[src/rtl/fdcr_cfg.svh]
// Register indices, field positions and reset values of the fractional divider configuration bank
`ifndef FDCR_CFG_SVH
`define FDCR_CFG_SVH

// ==================================================================
// Register indices (byte address is four times the index)
`define FDCR_IDX_FIXED_A     6'h20
`define FDCR_IDX_FIXED_B     6'h21
`define FDCR_IDX_NDIV_HIGH   6'h22
`define FDCR_IDX_FIXED_C     6'h23
`define FDCR_IDX_NDIV_LOW    6'h24
`define FDCR_IDX_DLY_CFG     6'h25
`define FDCR_IDX_DEN_HIGH    6'h26
`define FDCR_IDX_DEN_LOW     6'h27
`define FDCR_IDX_SEED_HIGH   6'h28
`define FDCR_IDX_SEED_LOW    6'h29
`define FDCR_IDX_NUM_HIGH    6'h2A
`define FDCR_IDX_NUM_LOW     6'h2B
`define FDCR_IDX_MOD_CTRL    6'h2C
`define FDCR_IDX_STATUS      6'h30
`define FDCR_NUM_WORDS       13

// ==================================================================
// Reset values
`define FDCR_RST_FIXED_A     16'h0393
`define FDCR_RST_FIXED_B     16'h1E21
`define FDCR_RST_NDIV_HIGH   16'h0010
`define FDCR_RST_FIXED_C     16'h0004
`define FDCR_RST_NDIV_LOW    16'h0070
`define FDCR_RST_DLY_CFG     16'h0205
`define FDCR_RST_DEN_HIGH    16'hFFFF
`define FDCR_RST_DEN_LOW     16'hFFFF
`define FDCR_RST_SEED_HIGH   16'h0000
`define FDCR_RST_SEED_LOW    16'h0000
`define FDCR_RST_NUM_HIGH    16'h0000
`define FDCR_RST_NUM_LOW     16'h0000
`define FDCR_RST_MOD_CTRL    16'h22A2

// ==================================================================
// Field positions
`define FDCR_NHI_MSB         2
`define FDCR_DLY_MSB         13
`define FDCR_DLY_LSB         8
`define FDCR_ORDER_MSB       2
`define FDCR_MRST_BIT        5

`endif

[src/rtl/fdcr_pkg.sv]
// Types shared by the fractional divider configuration bank
package fdcr_pkg;

  // ==================================================================
  // Modulator order codes
  typedef enum logic [2:0] {
    FDCR_ORD_INTEGER = 3'h0,
    FDCR_ORD_FIRST   = 3'h1,
    FDCR_ORD_SECOND  = 3'h2,
    FDCR_ORD_THIRD   = 3'h3
  } fdcr_order_type;

  // ==================================================================
  // Assembled divider configuration
  typedef struct packed {
    logic [18:0] int_div;
    logic [31:0] num;
    logic [31:0] den;
    logic [31:0] seed;
    logic [2:0]  order;
    logic        mod_run;
  } fdcr_frac_cfg_type;

endpackage : fdcr_pkg

[src/rtl/fdcr_word_reg.sv]
// One 16-bit configuration word with byte-lane writes and a fixed reset value
`timescale 1ns/10ps
`default_nettype none

module fdcr_word_reg #(
  parameter logic [15:0] RESET = 16'h0000
) (
  input  wire logic        pclk,
  input  wire logic        presetn,
  input  wire logic        wr_en,
  input  wire logic [1:0]  strb,
  input  wire logic [15:0] wdata,
  output logic      [15:0] q
);

  logic [15:0] q_r;

  assign q = q_r;

  always_ff @(posedge pclk or negedge presetn) begin
    if (!presetn) begin
      q_r <= RESET;
    end else begin
      if (wr_en && strb[0]) q_r[7:0]  <= wdata[7:0];
      if (wr_en && strb[1]) q_r[15:8] <= wdata[15:8];
    end
  end

endmodule : fdcr_word_reg

`default_nettype wire

[src/rtl/fdcr_frac_engine.sv]
// Cascaded sigma-delta modulator producing the per-cycle feedback divide value
`timescale 1ns/10ps
`default_nettype none

module fdcr_frac_engine #(
  parameter int WIDTH = 32
) (
  input  wire logic                       pclk,
  input  wire logic                       presetn,
  input  wire fdcr_pkg::fdcr_frac_cfg_type cfg,
  output logic      [19:0]                divide_value
);

  localparam int STAGES = 3;

  // ==================================================================
  // Elaboration check
  if (WIDTH != 32) begin : g_bad_width
    $error("fdcr_frac_engine: WIDTH must be 32");
  end

  logic [WIDTH-1:0]  acc_r [STAGES];
  logic [STAGES-1:0] cg;
  logic              c2z_r;
  logic              c3z_r;
  logic              c3zz_r;
  logic [19:0]       divide_r;
  wire               den_ok = (cfg.den != '0);

  // ==================================================================
  // Accumulator stages; a zero denominator falls back to integer mode
  for (genvar k = 0; k < STAGES; k++) begin : g_stage
    wire [WIDTH-1:0] in_k   = (k == 0) ? cfg.num[WIDTH-1:0] : acc_r[(k == 0) ? 0 : k - 1];
    wire [WIDTH:0]   sum    = {1'b0, acc_r[k]} + {1'b0, in_k};
    wire             carry  = (sum >= {1'b0, cfg.den[WIDTH-1:0]});
    wire [WIDTH:0]   wrap   = sum - {1'b0, cfg.den[WIDTH-1:0]};
    wire [WIDTH-1:0] nxt    = carry ? wrap[WIDTH-1:0] : sum[WIDTH-1:0];
    wire             active = cfg.mod_run && den_ok && (cfg.order > 3'(k));
    wire [WIDTH-1:0] idle   = (k == 0) ? cfg.seed[WIDTH-1:0] : '0;
    assign cg[k] = active && carry;
    always_ff @(posedge pclk or negedge presetn) begin
      if (!presetn) acc_r[k] <= '0;
      else          acc_r[k] <= active ? nxt : idle;
    end
  end

  // ==================================================================
  // Noise-shaping combine: c1 + (1-z)c2 + (1-z)^2 c3
  wire [3:0]  corr = {3'h0, cg[0]} + {3'h0, cg[1]} - {3'h0, c2z_r}
                   + {3'h0, cg[2]} - {2'h0, c3z_r, 1'b0} + {3'h0, c3zz_r};
  wire [19:0] divide_nxt = {1'b0, cfg.int_div} + {{16{corr[3]}}, corr};

  always_ff @(posedge pclk or negedge presetn) begin
    if (!presetn) begin
      c2z_r    <= 1'b0;
      c3z_r    <= 1'b0;
      c3zz_r   <= 1'b0;
      divide_r <= 20'h00000;
    end else begin
      c2z_r    <= cg[1];
      c3z_r    <= cg[2];
      c3zz_r   <= c3z_r;
      divide_r <= divide_nxt;
    end
  end

  assign divide_value = divide_r;

endmodule : fdcr_frac_engine

`default_nettype wire

[src/rtl/fdcr_top.sv]
// APB register bank holding the feedback divider and fractional modulator configuration
//
// Local design decision: the APB register port.
`timescale 1ns/10ps
`default_nettype none
`include "fdcr_cfg.svh"

// Functional notes
// - Integer divide is 19 bits from two words
// - Low integer divide word resets to 0x70
// - Denominator is two halves, each resets 0xFFFF
// - Numerator is two halves, both reset zero
// - Seed loads modulator initial state, resets zero
// - Order field selects mode; reset bit holds modulator
module fdcr_top #(
  parameter int ADDR_WIDTH = 8
) (
  input  wire logic                        pclk,
  input  wire logic                        presetn,
  input  wire logic                        psel,
  input  wire logic                        penable,
  input  wire logic                        pwrite,
  input  wire logic [ADDR_WIDTH-1:0]       paddr,
  input  wire logic [31:0]                 pwdata,
  input  wire logic [3:0]                  pstrb,
  output logic      [31:0]                 prdata,
  output logic                             pready,
  output logic                             pslverr,
  output fdcr_pkg::fdcr_frac_cfg_type      frac_cfg,
  output logic      [5:0]                  detector_delay_select,
  output logic      [19:0]                 divide_value
);

  // ==================================================================
  // Elaboration check
  if (ADDR_WIDTH < 8) begin : g_bad_addr
    $error("fdcr_top: ADDR_WIDTH must be at least 8 to reach the status word");
  end

  // ==================================================================
  // Address decode
  logic [15:0] words [`FDCR_NUM_WORDS];
  logic [31:0] prdata_r;
  logic        pslverr_r;
  logic [19:0] engine_divide;
  logic [19:0] divide_r;

  // True when an index falls in the writable configuration window
  function automatic logic in_bank(input logic [5:0] idx);
    in_bank = (idx >= `FDCR_IDX_FIXED_A) && (idx <= `FDCR_IDX_MOD_CTRL);
  endfunction : in_bank

  // Word number within the bank for an index inside it
  function automatic logic [3:0] bank_slot(input logic [5:0] idx);
    logic [5:0] off;
    off       = idx - `FDCR_IDX_FIXED_A;
    bank_slot = off[3:0];
  endfunction : bank_slot

  // Reset value of each slot, used at elaboration for the word registers
  function automatic logic [15:0] slot_reset(input int slot);
    logic [15:0] v;
    v = 16'h0000;
    case (slot)
      0:       v = `FDCR_RST_FIXED_A;
      1:       v = `FDCR_RST_FIXED_B;
      2:       v = `FDCR_RST_NDIV_HIGH;
      3:       v = `FDCR_RST_FIXED_C;
      4:       v = `FDCR_RST_NDIV_LOW;
      5:       v = `FDCR_RST_DLY_CFG;
      6:       v = `FDCR_RST_DEN_HIGH;
      7:       v = `FDCR_RST_DEN_LOW;
      8:       v = `FDCR_RST_SEED_HIGH;
      9:       v = `FDCR_RST_SEED_LOW;
      10:      v = `FDCR_RST_NUM_HIGH;
      11:      v = `FDCR_RST_NUM_LOW;
      12:      v = `FDCR_RST_MOD_CTRL;
      default: v = 16'h0000;
    endcase
    slot_reset = v;
  endfunction : slot_reset

  wire [5:0] idx        = paddr[7:2];
  wire       high_zero  = (ADDR_WIDTH == 8) ? 1'b1 : (paddr >> 8) == '0;
  wire       aligned    = (paddr[1:0] == 2'h0) && high_zero;
  wire       bank_hit   = aligned && in_bank(idx);
  wire       status_hit = aligned && (idx == `FDCR_IDX_STATUS);
  wire       addr_err   = !(bank_hit || status_hit);
  wire [3:0] slot       = bank_slot(idx);
  wire       setup      = psel && !penable;
  wire       access     = psel && penable;
  // Unmapped writes are refused; status writes are ignored without error
  wire       wr_go      = access && pwrite && bank_hit;

  // ==================================================================
  // Configuration words; every bit is stored as written, reserved ones too
  // Software keeps the fixed patterns; the bank does not police them
  for (genvar i = 0; i < `FDCR_NUM_WORDS; i++) begin : g_word
    fdcr_word_reg #(
      .RESET (slot_reset(i))
    ) u_word (
      .pclk    (pclk),
      .presetn (presetn),
      .wr_en   (wr_go && (slot == 4'(i))),
      .strb    (pstrb[1:0]),
      .wdata   (pwdata[15:0]),
      .q       (words[i])
    );
  end

  // ==================================================================
  // Field assembly
  wire [15:0] w_nhi  = words[2];
  wire [15:0] w_nlo  = words[4];
  wire [15:0] w_dly  = words[5];
  wire [15:0] w_mctl = words[12];

  fdcr_pkg::fdcr_frac_cfg_type cfg_r;
  fdcr_pkg::fdcr_frac_cfg_type cfg_nxt;

  always_comb begin
    cfg_nxt         = '0;
    cfg_nxt.int_div = {w_nhi[`FDCR_NHI_MSB:0], w_nlo};
    cfg_nxt.den     = {words[6], words[7]};
    cfg_nxt.num     = {words[10], words[11]};
    cfg_nxt.seed    = {words[8], words[9]};
    cfg_nxt.order   = w_mctl[`FDCR_ORDER_MSB:0];
    cfg_nxt.mod_run = w_mctl[`FDCR_MRST_BIT];
  end

  // Registered, so each written half reaches the engine one cycle after its word register updates
  always_ff @(posedge pclk or negedge presetn) begin
    if (!presetn) cfg_r <= '0;
    else          cfg_r <= cfg_nxt;
  end

  fdcr_frac_engine #(
    .WIDTH (32)
  ) u_engine (
    .pclk         (pclk),
    .presetn      (presetn),
    .cfg          (cfg_r),
    .divide_value (engine_divide)
  );

  // ==================================================================
  // Read path; data is captured in the setup cycle, so no wait state
  wire [15:0] bank_word = bank_hit ? words[slot] : 16'h0000;
  wire [31:0] rd_data   = status_hit ? {12'h000, divide_r} : {16'h0000, bank_word};

  always_ff @(posedge pclk or negedge presetn) begin
    if (!presetn) begin
      prdata_r  <= 32'h00000000;
      pslverr_r <= 1'b0;
      divide_r  <= 20'h00000;
    end else begin
      divide_r <= engine_divide;
      if (setup) begin
        prdata_r  <= (pwrite || addr_err) ? 32'h00000000 : rd_data;
        pslverr_r <= addr_err;
      end
    end
  end

  // ==================================================================
  // Outputs
  assign pready                = 1'b1;
  assign prdata                = prdata_r;
  assign pslverr               = pslverr_r && access;
  assign frac_cfg              = cfg_r;
  assign detector_delay_select = w_dly[`FDCR_DLY_MSB:`FDCR_DLY_LSB];
  assign divide_value          = divide_r;

endmodule : fdcr_top

`default_nettype wire

[config.mk]
export PLATFORM = sky130hd
export DESIGN_NAME = fdcr_top
export DESIGN_NICKNAME = d
export VERILOG_FILES = /design/src/rtl/fdcr_pkg.sv /design/src/rtl/fdcr_word_reg.sv /design/src/rtl/fdcr_frac_engine.sv /design/src/rtl/fdcr_top.sv
export VERILOG_INCLUDE_DIRS = /design/src /design/src/rtl
export SDC_FILE = /design/constraint.sdc
export NUM_CORES = 1
export LEC_CHECK = 0
export ABC_AREA = 1
export BUFFER_PORTS_ARGS = -buffer_cell sky130_fd_sc_hd__buf_4
export CAP_MARGIN = 30
export CORE_AREA = 2 2 242 339
export CTS_CLUSTER_DIAMETER = 200
export DETAILED_ROUTE_END_ITERATION = 7
export DIE_AREA = 0 0 244 341
export SYNTH_ARGS = -nofsm -noshare
export SYNTH_HDL_FRONTEND = slang
export SYNTH_HIERARCHICAL = 1
export SYNTH_SLANG_ARGS = --single-unit
[constraint.sdc]
create_clock -name pclk -period 5.7 [get_ports pclk]
set_input_delay 1.14 -clock pclk [delete_from_list [all_inputs] [get_ports pclk]]
set_output_delay 1.14 -clock pclk [all_outputs]
set_load 0.01 [all_outputs]
# --- Word level (Yosys, flattened, before mapping) ---
# Cells that the tools add are included.
op_classes:
  addsub: 13
  n_eq_ne: 13
  magnitude_cmp: 9
  n_mux: 12
  n_reduce_logical: 61
  bitwise_logic: 1
ops:
  columns: ["operator", "count"]
  rows:
  - ["$mux W32", 6]
  - ["$add A32 B32 Y33", 3]
  - ["$ge A33 B32 Y1", 3]
  - ["$sub A32 B32 Y32", 3]
  - ["$bmux W16 S4", 1]
  - ["$logic_and A1 B1 Y1", 54]
  - ["$mux W16", 3]
  - ["$mux W20", 2]
  - ["$reduce_bool A32 Y1", 1]
  - ["$add A19 B20 Y20", 1]
  - ["$eq A4 B4 Y1 const B", 5]
  - ["$eq A4 B3 Y1 const B", 4]
  - ["$add A4 B1 Y4", 2]
  - ["$eq A4 B2 Y1 const B", 2]
  - ["$eq A6 B6 Y1 const B", 1]
  - ["$ge A6 B6 Y1 const B", 1]
  - ["$gt A3 B1 Y1 const B", 2]
  - ["$le A6 B6 Y1 const B", 1]
  - ["$ge A5 B5 Y1 const B", 1]
  - ["$not A4 Y5", 1]
  - ["$eq A4 B1 Y1 const B", 1]
  - ["$logic_not A4 Y1", 1]
  - ["$sub A4 B1 Y4", 1]
  - ["$sub A4 B1 Y4 const B", 1]
  - ["other kinds (6)", 8]
totals:
  in_bits: 49
  output_inout_bits: 179
  regBits: 499
  wordCells: 151

# --- Logic depth before layout (Yosys ltp) ---
# Gate-level depths: netlist of run 1.
depth:
  ltp_word: 10
  ltp_mapped: 49
  depth_no_buf: 48

# --- Cells and area by module ---
# The synthesis of run 1 kept the hierarchy.
by_module_without_submodules:
  columns: ["module", "area_per_inst_um2", "cells_each", "n_inst", "seq_area_each_um2"]
  rows:
  - ["fdcr_frac_engine", 19551.3, 3445, 1, 2977.9]
  - ["fdcr_top", 7766.2, 1094, 1, 4003.8]
  - ["fdcr_word_reg at g_word[10].u_word ...", 645.6, 70, 4, 400.4]
  - ["fdcr_word_reg at g_word[6].u_word ...", 665.6, 70, 2, 420.4]
  - ["fdcr_word_reg at g_word[0].u_word ...", 653.1, 70, 2, 407.9]
  - ["fdcr_word_reg at g_word[4].u_word ...", 649.4, 70, 2, 404.1]
  - ["fdcr_word_reg at g_word[2].u_word ...", 646.9, 70, 2, 401.6]
  - ["fdcr_word_reg at g_word[12].u_word", 651.9, 70, 1, 406.6]

# --- Least setup slack after synthesis of run 1 ---
# OpenSTA, ideal clock, no wires.
synth_path:
  kind: "register to register"
  startpoint: "register u_engine.acc_r (netlist bit u_engine/g_stage[2].in_k[0])"
  endpoint: "register u_engine.divide_r[12] (netlist: u_engine/divide_value[12])"
  period_less_slack_ns: 6.337
  t_required_ns: 5.576
  path_stages_with_launch: 47
  arrival_ns: 6.213
  slack_ns: -0.637
  setup_ns: 0.124
  n_path_buf: 1
  path_cell_list: "dfrtp_1 > ha_1 > inv_1 > fa_1 > inv_1 > nand3_1 > nand2_1 > nand2_1 > nand2_1 > inv_1 > o21ai_0 > xnor2_1 > inv_1 > ha_1 > nand2_1 > nor2_1 > inv_1 > nor2_1 > [... 11 more ...] > inv_1 > ha_1 > inv_1 > ha_1 > ha_1 > nand2_1 > o21ai_0 > inv_1 > ha_1 > a21oi_1 > nand2_1 > nand2_1 > nand2_1 > a21oi_1 > o21ai_0 > nand2_1 > nand2_1 > xor2_1"
synth_via:
  elab_chain_cells: 9
  word_cells_on_any_way: 12
  classes_between: "8 x add/sub; 2 x order compare; 2 x reduce/logical"
synth_lines:
  columns: ["element", "line", "text"]
  rows:
  - ["from (decl)", "fdcr_frac_engine.sv:22", "logic [WIDTH-1:0] acc_r [STAGES];"]
  - ["from (signal, indexed assignment)", "fdcr_frac_engine.sv:43", "else acc_r[k] <= active ? nxt : idle;"]
  - ["$add A32 B32 Y33", "fdcr_frac_engine.sv:34", "wire [WIDTH:0] sum = {1'b0, acc_r[k]} + {1'b0, in_k};"]
  - ["$ge A33 B32 Y1", "fdcr_frac_engine.sv:35", "wire carry = (sum >= {1'b0, cfg.den[WIDTH-1:0]});"]
  - ["$logic_and A1 B1 Y1", "fdcr_frac_engine.sv:40", "assign cg[k] = active && carry;"]
  - ["$add A1 B1 Y2", "fdcr_frac_engine.sv:49", "wire [3:0] corr = {3'h0, cg[0]} + {3'h0, cg[1]} - {3'h0, c2z_r}"]
  - ["$sub A4 B1 Y4", "fdcr_frac_engine.sv:49", null]
  - ["$add A4 B1 Y4 (*)", "fdcr_frac_engine.sv:50", "+ {3'h0, cg[2]} - {2'h0, c3z_r, 1'b0} + {3'h0, c3zz_r};"]
  - ["$sub A4 B2 Y4 (*)", "fdcr_frac_engine.sv:50", null]
  - ["$add A4 B1 Y4 (*)", "fdcr_frac_engine.sv:50", null]
  - ["$add A19 B20 Y20 (*)", "fdcr_frac_engine.sv:51", "wire [19:0] divide_nxt = {1'b0, cfg.int_div} + {{16{corr[3]}}, corr};"]
  - ["net u_engine.divide_nxt[12]", "fdcr_frac_engine.sv:51", null]
  - ["to (signal assigned)", "fdcr_frac_engine.sv:63", "divide_r <= divide_nxt;"]
  - ["to (decl)", "fdcr_frac_engine.sv:27", "logic [19:0] divide_r;"]
# The timed path passes the listed nets; every way through them passes the cells marked *.
# A chain may end at the register's enable or synchronous reset.

# --- Final worst setup path of run 1 ---
layout_path:
  startpoint: "register u_engine.acc_r (netlist bit u_engine/g_stage[1].in_k[0])"
  endpoint: "register u_engine.divide_r[18] (netlist: u_engine/divide_value[18])"
layout_via:
  elab_chain_cells: 9
  word_cells_on_any_way: 12
  classes_between: "8 x add/sub; 2 x order compare; 2 x reduce/logical"
layout_lines:
  columns: ["element", "line"]
  rows:
  - ["$add A32 B32 Y33", "fdcr_frac_engine.sv:34"]
  - ["$ge A33 B32 Y1", "fdcr_frac_engine.sv:35"]
  - ["$logic_and A1 B1 Y1", "fdcr_frac_engine.sv:40"]
  - ["$add A1 B1 Y2 (*)", "fdcr_frac_engine.sv:49"]
  - ["$sub A4 B1 Y4 (*)", "fdcr_frac_engine.sv:49"]
  - ["$add A4 B1 Y4 (*)", "fdcr_frac_engine.sv:50"]
  - ["$sub A4 B2 Y4 (*)", "fdcr_frac_engine.sv:50"]
  - ["$add A4 B1 Y4 (*)", "fdcr_frac_engine.sv:50"]
  - ["$add A19 B20 Y20 (*)", "fdcr_frac_engine.sv:51"]
  - ["net u_engine.divide_nxt[18]", "fdcr_frac_engine.sv:51"]
# Marks and branches as above.

==> results.py, run 1 <==
metrics = {
    "synthesis": {
        "synth-edff-count": 0,
        "yosys.area.top_type_share_pct": 30.1,
        "async_flop_share_pct": 100,
        "ys_ff_latch": 487,
        "post_synth.cell_area_avg_um2": 6.57,
        "netlist-cell-type-count": 46,
        "post_synth_main_area_contributors": "sky130_fd_sc_hd__dfrtp_1 (30%), sky130_fd_sc_hd__nand2_1 (24%), sky130_fd_sc_hd__inv_1 (8.3%)",
        "syn-instance-count": 5449,
        "yosys.area.top_type": "sky130_fd_sc_hd__dfrtp_1",
        "seq_area_frac_synth_pct": 34.3,
        "dominantRegCellSynth": "sky130_fd_sc_hd__dfrtp_1",
        "syn_area_um2": 35800,
        "yosys_warnings": 6,
    },
    "timing": {
        "hold-worst-slack_ns": 0.347,
        "worst_slack_ns": -0.355,
        "layout_worst_path_cycle_share_pct": 106,
        "grt_setup_unrepaired": "true",
        "final_period_minus_worst_setup_slack_ns": 6.06,
        "finalHoldViolCount": 0,
        "worst-slew-pin-transition_ns": 1.02,
        "max-slew-margin-rel_pct": 31.8,
        "timing_max_transition_violations_final": 0,
        "largest_clock_skew_in_the_final_design_ns": 0.0366,
        "setup_violations": 17,
        "clock.fmax_ghz": 0.165,
    },
    "placement": {
        "pre_cts_ws_ns": -0.623,
        "dp_cells": 7367,
        "numPortBuffers": 196,
        "placed_area_um2": 43900,
        "gp_congestion": 1.02,
        "post_detail_place_hpwl_um": 122000,
    },
    "global_route": {
        "first_pass_grt_wire_length_um": 227000,
        "globalRoute.totalOverflow": 0,
        "global_route.usage.total_pct": 36.8,
        "initial_antenna_violation_count": 0,
        "number_of_global_route_vias_before_repair": 37500,
        "maximum_number_of_pins_on_one_net_before_global_route_repair": 112,
    },
    "clocking": {
        "holdBufCountCts": 0,
        "clock_transition_at_the_registers_of_the_reported_paths_ns": 0.07,
        "worst_skew_pair.late_latency_ns": 0.65,
        "cts_tree": "built",
        "clock_sink_count": 487,
        "clock_tree.buffer_depth": 3,
        "cts-htree-levels": 2,
        "tritoncts.num_buffers": 52,
        "root_buffer": "sky130_fd_sc_hd__clkbuf_16",
    },
    "critical_path": {
        "cpLargestDelayFamily": "adder cells",
        "worst_path_fanout_max": 8,
        "crit_type": "flip-flop to flip-flop",
        "setup.worst_path.end_class": "flip-flop",
        "number_of_buffer_and_inverter_instances_along_the_worst_setup_path": 12,
        "critPathLaunch": "u_engine/g_stage[1].in_k[0]",
        "timing.rr.start": "u_engine/g_stage[1].in_k[0]",
        "slowest_stage": "sky130_fd_sc_hd__dfrtp_1",
        "start_kind": "flip-flop",
        "worst_path_most_repeated_cell": "sky130_fd_sc_hd__nand2_4",
        "worstPathArrival_ns": 6.57,
        "critPathRequiredTime_ns": 6.21,
        "delay_contributed_by_the_slowest_stage_of_the_critical_path_ns": 0.37,
    },
    "die": {
        "rows": 123,
        "floorplan_core_area_um2": 80200,
        "die_height_um": 341,
        "start_util_pct": 44.6,
        "die_x_um": 244,
        "dieArea_um2": 83200,
        "io_pins": 228,
    },
    "routing": {
        "wl_per_cell_um": 20.5,
        "first_iter_violations": 2953,
        "via_total_after_detailed_routing": 38100,
        "avgViaCountPerCell": 5.07,
        "totalWireLength_um": 154000,
        "detail-route-antenna-nets": 0,
        "drt_pass1_iterations": 5,
        "drcViolationCount": 0,
    },
    "run_status": {
        "outcome": "complete, but fails checks",
        "failed_checks": "setup timing",
    },
    "finish": {
        "layout_filler_cell_count": 7803,
        "finalNetCount": 6691,
        "flow.area_growth_from_synthesis_pct": 33.3,
        "layout-drive-gt1-share_pct": 24.4,
        "finalInstanceArea_um2": 47700,
        "instances_no_fill": 7523,
    },
    "power": {
        "total_leakage_power_nw": 28.3,
        "ir_drop_uv": 245,
        "post-layout-total-power_mw": 8.32,
        "pwr_density_cell_nw_per_um2": 174,
    },
    "min_path": {
        "hold_path.class": "flip-flop to flip-flop",
        "min-delay-start": "u_engine/divide_value[11]",
    },
    "job": {
        "maxCapViolations": 0,
    },
}
report_power, final:
group / switching [mW] / internal [mW]
Combinational: 0.829 / 0.411
Sequential: 0.0222 / 3.48
Clock: 1.59 / 1.98
Total: 2.44 / 5.88
metrics by stage:
| step | TNS (ns) | util (%) |
|---|---|---|
| after CTS | -2.87 | 58.3 |
| after floorplan | -0.0232 | - |
| final | -4.53 | 59.5 |
| after global placement | -7.50 | 54.8 |
| after global routing | -8.92 | 59.5 |
| after detailed placement | -7.55 | 54.8 |
area by class of cell:
type	instances	area [µm²]	area share, %
multi-input cells	4030	21400	44.8
flip-flops and latches	487	12300	25.7
repair buffers	1035	7920	16.6
inverters	809	3050	6.40
clock buffers	70	1440	3.02
well taps	1062	1330	2.79
clock inverters	28	323	0.677
repair inverters	1	11.3	0.0236
diodes	1	2.50	0.00525
registers in the layout, summed over array words and instances, names as in the netlist:
register / cells
divide_value: 20
u_engine/c2z_r: 1
pslverr_r: 1
u_engine/divide_value: 20
prdata: 20
g_word.u_word/q: 208
u_engine/c3z_r: 1
u_engine/c3zz_r: 1
frac_cfg: 119
u_engine/g_stage.in_k: 64
u_engine/acc_r: 32
per-layer routing:
| metal | wire length, µm | GRT usage, % |
|---|---|---|
| met1 | 56400 | 40.8 |
| met2 | 73800 | 62.5 |
| met3 | 8520 | 5.21 |
| met4 | 15800 | 30.5 |
| met5 | 0 | 0 |
kinds of logic after synthesis:
kind of cell	synth area share, %
AO/OA/AOI/OAI	4.73
XOR/XNOR	3.04
adder cells (fa/ha/maj)	8.09
buffers and inverters	11.0
flip-flops	34.3
other	0.0210
AND/OR/NAND/NOR	38.8
final timing paths:
kind / slack, ns / to / cells after the start
max: -0.36 / u_engine/divide_value[18] / 46
min in group asynchronous: 0.52 / divide_value[12] / 1
min: 0.35 / divide_value[11] / 0
max reg2reg: -0.36 / u_engine/divide_value[18] / 46
max in group asynchronous: 3.97 / u_engine/g_stage[2].in_k[29] / 2
min reg2reg: 0.35 / divide_value[11] / 0
synth_stat cells, types with 3 or more instances:
library cell / instances
sky130_fd_sc_hd__nor4_1: 8
sky130_fd_sc_hd__nand3_2: 9
sky130_fd_sc_hd__nand2_1: 2284
sky130_fd_sc_hd__a21oi_1: 195
sky130_fd_sc_hd__ha_1: 217
sky130_fd_sc_hd__nand3_1: 492
sky130_fd_sc_hd__dfstp_2: 57
sky130_fd_sc_hd__nor3_1: 35
sky130_fd_sc_hd__o21bai_1: 28
sky130_fd_sc_hd__o21ai_1: 8
sky130_fd_sc_hd__dfrtp_1: 430
sky130_fd_sc_hd__clkbuf_1: 24
sky130_fd_sc_hd__nor2_2: 7
sky130_fd_sc_hd__nand4_1: 57
sky130_fd_sc_hd__buf_6: 33
sky130_fd_sc_hd__nand2_4: 5
sky130_fd_sc_hd__nand3b_1: 37
sky130_fd_sc_hd__buf_2: 53
sky130_fd_sc_hd__o21ai_0: 55
sky130_fd_sc_hd__and2_1: 11
sky130_fd_sc_hd__nand2_2: 46
sky130_fd_sc_hd__o21a_1: 5
sky130_fd_sc_hd__nor2_1: 347
sky130_fd_sc_hd__xnor2_1: 36
sky130_fd_sc_hd__inv_2: 12
sky130_fd_sc_hd__inv_1: 795
sky130_fd_sc_hd__a21o_1: 8
sky130_fd_sc_hd__fa_1: 9
sky130_fd_sc_hd__a21oi_2: 3
sky130_fd_sc_hd__xor2_1: 88
sky130_fd_sc_hd__or2_2: 12
sky130_fd_sc_hd__buf_4: 24
cell usage in the layout, fill, tap and decap left out, types with 6 or more instances in the layout:
master,n
sky130_fd_sc_hd__ha_1,156
sky130_fd_sc_hd__buf_6,17
sky130_fd_sc_hd__o21ai_1,14
sky130_fd_sc_hd__buf_12,6
sky130_fd_sc_hd__inv_1,778
sky130_fd_sc_hd__a21oi_2,37
sky130_fd_sc_hd__ha_4,58
sky130_fd_sc_hd__dfstp_2,57
sky130_fd_sc_hd__xor2_1,77
sky130_fd_sc_hd__a21oi_4,9
sky130_fd_sc_hd__nor3_1,27
sky130_fd_sc_hd__nand3_1,476
sky130_fd_sc_hd__nand3b_1,37
sky130_fd_sc_hd__nand2_4,24
sky130_fd_sc_hd__clkbuf_1,11
sky130_fd_sc_hd__conb_1,13
sky130_fd_sc_hd__a21oi_1,153
sky130_fd_sc_hd__o21bai_1,28
sky130_fd_sc_hd__dfrtp_1,426
sky130_fd_sc_hd__or2_2,12
sky130_fd_sc_hd__nor2_4,11
sky130_fd_sc_hd__nor4_1,6
sky130_fd_sc_hd__clkinv_2,10
sky130_fd_sc_hd__nand4_1,57
sky130_fd_sc_hd__inv_2,26
sky130_fd_sc_hd__nand2_1,2204
sky130_fd_sc_hd__clkbuf_8,7
sky130_fd_sc_hd__nor2_2,33
sky130_fd_sc_hd__nand3_2,24
sky130_fd_sc_hd__xnor2_1,31
sky130_fd_sc_hd__nand2_2,107
sky130_fd_sc_hd__clkbuf_16,52
sky130_fd_sc_hd__buf_4,1011
sky130_fd_sc_hd__and2_1,10
sky130_fd_sc_hd__xor2_2,11
sky130_fd_sc_hd__o21ai_0,42
sky130_fd_sc_hd__a21o_1,8
sky130_fd_sc_hd__nor3_2,8
sky130_fd_sc_hd__nor2_1,312
repair_timing:
action                                  4_1_cts  5_1_grt
cloned                                        1        0
resized for setup                           160      169
pin swaps                                    58       56
endpoints found under the setup margin       17       21
hold endpoints to repair                      0        0
setup buffers                                44       13
No activity file was read; power rests on OpenSTA's default activity.
==> run 2: changes to the inputs <==
--- a/config.mk
+++ b/config.mk
@@ -9,10 +9,11 @@
 export ABC_AREA = 1
 export BUFFER_PORTS_ARGS = -buffer_cell sky130_fd_sc_hd__buf_4
 export CAP_MARGIN = 30
-export CORE_AREA = 2 2 242 339
+export CORE_AREA = 2 2 285 287
 export CTS_CLUSTER_DIAMETER = 200
 export DETAILED_ROUTE_END_ITERATION = 7
-export DIE_AREA = 0 0 244 341
+export DIE_AREA = 0 0 287 289
+export PLACE_DENSITY = 0.66
 export SYNTH_ARGS = -nofsm -noshare
 export SYNTH_HDL_FRONTEND = slang
 export SYNTH_HIERARCHICAL = 1
==> run 2 against run 1 <==
Against the previous run:
- the run still ends with setup timing left
- fmax down 1.2%
- flip-flop and latch count is the same
- sequential share of layout area fell by 0.24 points
- total power increased by 4.0%
- combinational power grew 9%
- via count grew 1.6%
- worst setup slack got worse by 0.076 ns
==> results.py, run 2 (synthesized netlist as in run 1, its figures left out) <==
metrics = {
    "global_route": {
        "initial_antenna_violation_count": 10,
        "globalRoute.totalOverflow": 0,
        "first_pass_grt_wire_length_um": 220000,
        "maximum_number_of_pins_on_one_net_before_global_route_repair": 154,
        "grt_use_met1_pct": 47.2,
        "busiest_layer_in_global_routing": "met2",
        "grt_use_met3_pct": 5.06,
        "number_of_global_route_vias_before_repair": 36100,
        "global_route.usage.total_pct": 35.5,
        "grtUsageMet2_pct": 55.8,
    },
    "timing": {
        "final_period_minus_worst_setup_slack_ns": 6.13,
        "finalHoldViolCount": 0,
        "largest_clock_skew_in_the_final_design_ns": 0.0283,
        "max-slew-margin-rel_pct": 29.7,
        "worst-slew-pin-transition_ns": 1.05,
        "setup_violations": 14,
        "clock.fmax_ghz": 0.163,
        "grt_setup_unrepaired": "true",
        "worst_slack_ns": -0.431,
        "timing_max_transition_violations_final": 0,
        "hold-worst-slack_ns": 0.348,
        "layout_worst_path_cycle_share_pct": 108,
    },
    "min_path": {
        "hold_path.class": "flip-flop to flip-flop",
    },
    "critical_path": {
        "delay_contributed_by_the_slowest_stage_of_the_critical_path_ns": 0.36,
        "number_of_buffer_and_inverter_instances_along_the_worst_setup_path": 14,
        "crit_type": "flip-flop to flip-flop",
        "worst_path_fanout_max": 7,
        "worstPathArrival_ns": 6.69,
        "cpLargestDelayFamily": "adder cells",
        "worst_path_most_repeated_cell": "sky130_fd_sc_hd__ha_4",
        "setup.worst_path.end_class": "flip-flop",
        "critPathRequiredTime_ns": 6.26,
        "slowest_stage": "sky130_fd_sc_hd__dfrtp_1",
        "start_kind": "flip-flop",
    },
    "job": {
        "maxCapViolations": 0,
    },
    "die": {
        "floorplan_core_area_um2": 79900,
        "die_height_um": 289,
        "die_x_um": 287,
        "start_util_pct": 44.8,
        "dieArea_um2": 82900,
        "rows": 104,
        "io_pins": 228,
    },
    "routing": {
        "detail-route-antenna-nets": 0,
        "wl_per_cell_um": 20.1,
        "via_total_after_detailed_routing": 38800,
        "totalWireLength_um": 151000,
        "avgViaCountPerCell": 5.16,
        "first_iter_violations": 3910,
        "drt_pass1_iterations": 6,
        "drcViolationCount": 0,
    },
    "finish": {
        "layout.cells.most_common": "sky130_fd_sc_hd__nand2_1",
        "flow.area_growth_from_synthesis_pct": 34.7,
        "finalNetCount": 6674,
        "layout.cells.most_common_list": "sky130_fd_sc_hd__nand2_1 (2189), sky130_fd_sc_hd__buf_4 (988), sky130_fd_sc_hd__inv_1 (774)",
        "final_core_utilization_pct": 60.3,
        "layout-drive-gt1-share_pct": 25.3,
        "largest_register_ff_count": 208,
    },
    "power": {
        "pwr_density_cell_nw_per_um2": 179,
        "ir_drop_uv": 231,
        "total_leakage_power_nw": 28.2,
    },
    "clocking": {
        "clock_tree.buffer_depth": 3,
        "cts_tree": "built",
        "clock_transition_at_the_registers_of_the_reported_paths_ns": 0.06,
        "clock_sink_count": 487,
        "root_buffer": "sky130_fd_sc_hd__clkbuf_16",
        "holdBufCountCts": 0,
        "cts-htree-levels": 2,
        "tritoncts.num_buffers": 55,
        "worst_skew_pair.late_latency_ns": 0.64,
    },
    "placement": {
        "gp_congestion": 1.02,
        "post_detail_place_hpwl_um": 117000,
        "numPortBuffers": 196,
    },
    "run_status": {
        "outcome": "complete, but fails checks",
        "failed_checks": "setup timing",
    },
}
[run 2: changes by cell type in the layout (fill, tap and decap cells not counted), moves of 10 or more]
cell	previous run	this run
sky130_fd_sc_hd__ha_1	156	132
sky130_fd_sc_hd__buf_4	1011	988
sky130_fd_sc_hd__ha_4	58	81
sky130_fd_sc_hd__nand2_1	2204	2189
sky130_fd_sc_hd__nand2_2	107	122
sky130_fd_sc_hd__nor2_1	312	300
sky130_fd_sc_hd__nor2_2	33	44
sky130_fd_sc_hd__dfrtp_1	426	416
sky130_fd_sc_hd__dfrtp_2	4	14
[run 2: final cells by class]
class / instances / area [µm²]
Tap cell: 1060 / 1330
Inverter: 809 / 3050
Fill cell: 7555 / 31700
Multi-Input combinational cell: 4030 / 21800
Clock buffer: 79 / 1590
Sequential cell: 487 / 12300
Antenna cell: 5 / 12.5
Clock inverter: 23 / 342
Timing Repair Buffer: 1015 / 7790
Timing Repair inverter: 1 / 16.3
[run 2: stage by stage]
stage | power [mW] | cells | setup WS (ns) | TNS [ns] | instance area (µm²)
2_1_floorplan | 4.21 | 5460 | -0.0195 | -0.0232 | 36100
3_3_place_gp | 4.72 | 7305 | -0.676 | -8.80 | 43500
3_5_place_dp | 4.73 | 7307 | -0.729 | -9.37 | 43500
4_1_cts | 8.62 | 7491 | -0.274 | -3.60 | 47100
5_1_grt | 8.94 | 7506 | -0.702 | -8.56 | 48200
6_report | 8.65 | 7509 | -0.431 | -4.67 | 48200
[run 2: final timing paths]
path | end | slack, ns | cells after the start | startpoint
min in group asynchronous | frac_cfg[91] | 0.44 | 1 | presetn
hold / removal | divide_value[6] | 0.35 | 0 | u_engine/divide_value[6]
max in group asynchronous | frac_cfg[79] | 3.87 | 2 | presetn
hold reg to reg | divide_value[6] | 0.35 | 0 | u_engine/divide_value[6]
setup / recovery | u_engine/divide_value[18] | -0.43 | 45 | u_engine/g_stage[1].in_k[0]
setup reg to reg | u_engine/divide_value[18] | -0.43 | 45 | u_engine/g_stage[1].in_k[0]
[run 2: routing by layer]
metal / vias to the layer above / share of wire (%)
met5: - / 0.0086
met4: 2 / 6.4
met3: 361 / 8.0
met2: 1646 / 44
met1: 18000 / 41
li1: 18800 / -
[run 2: repair_timing]
item	in CTS	in global routing
buffers inserted	82	32
endpoints found under the hold margin	0	0
cloned	1	0
setup endpoints to repair	18	23
resized for setup	203	207
pin swaps	83	93
[run 2: power breakdown]
group	internal (mW)	total (mW)	switching, mW
sequential	3.48	3.50	0.0229
clock	2.23	3.79	1.56
combinational	0.483	1.35	0.872
total	6.19	8.65	2.46
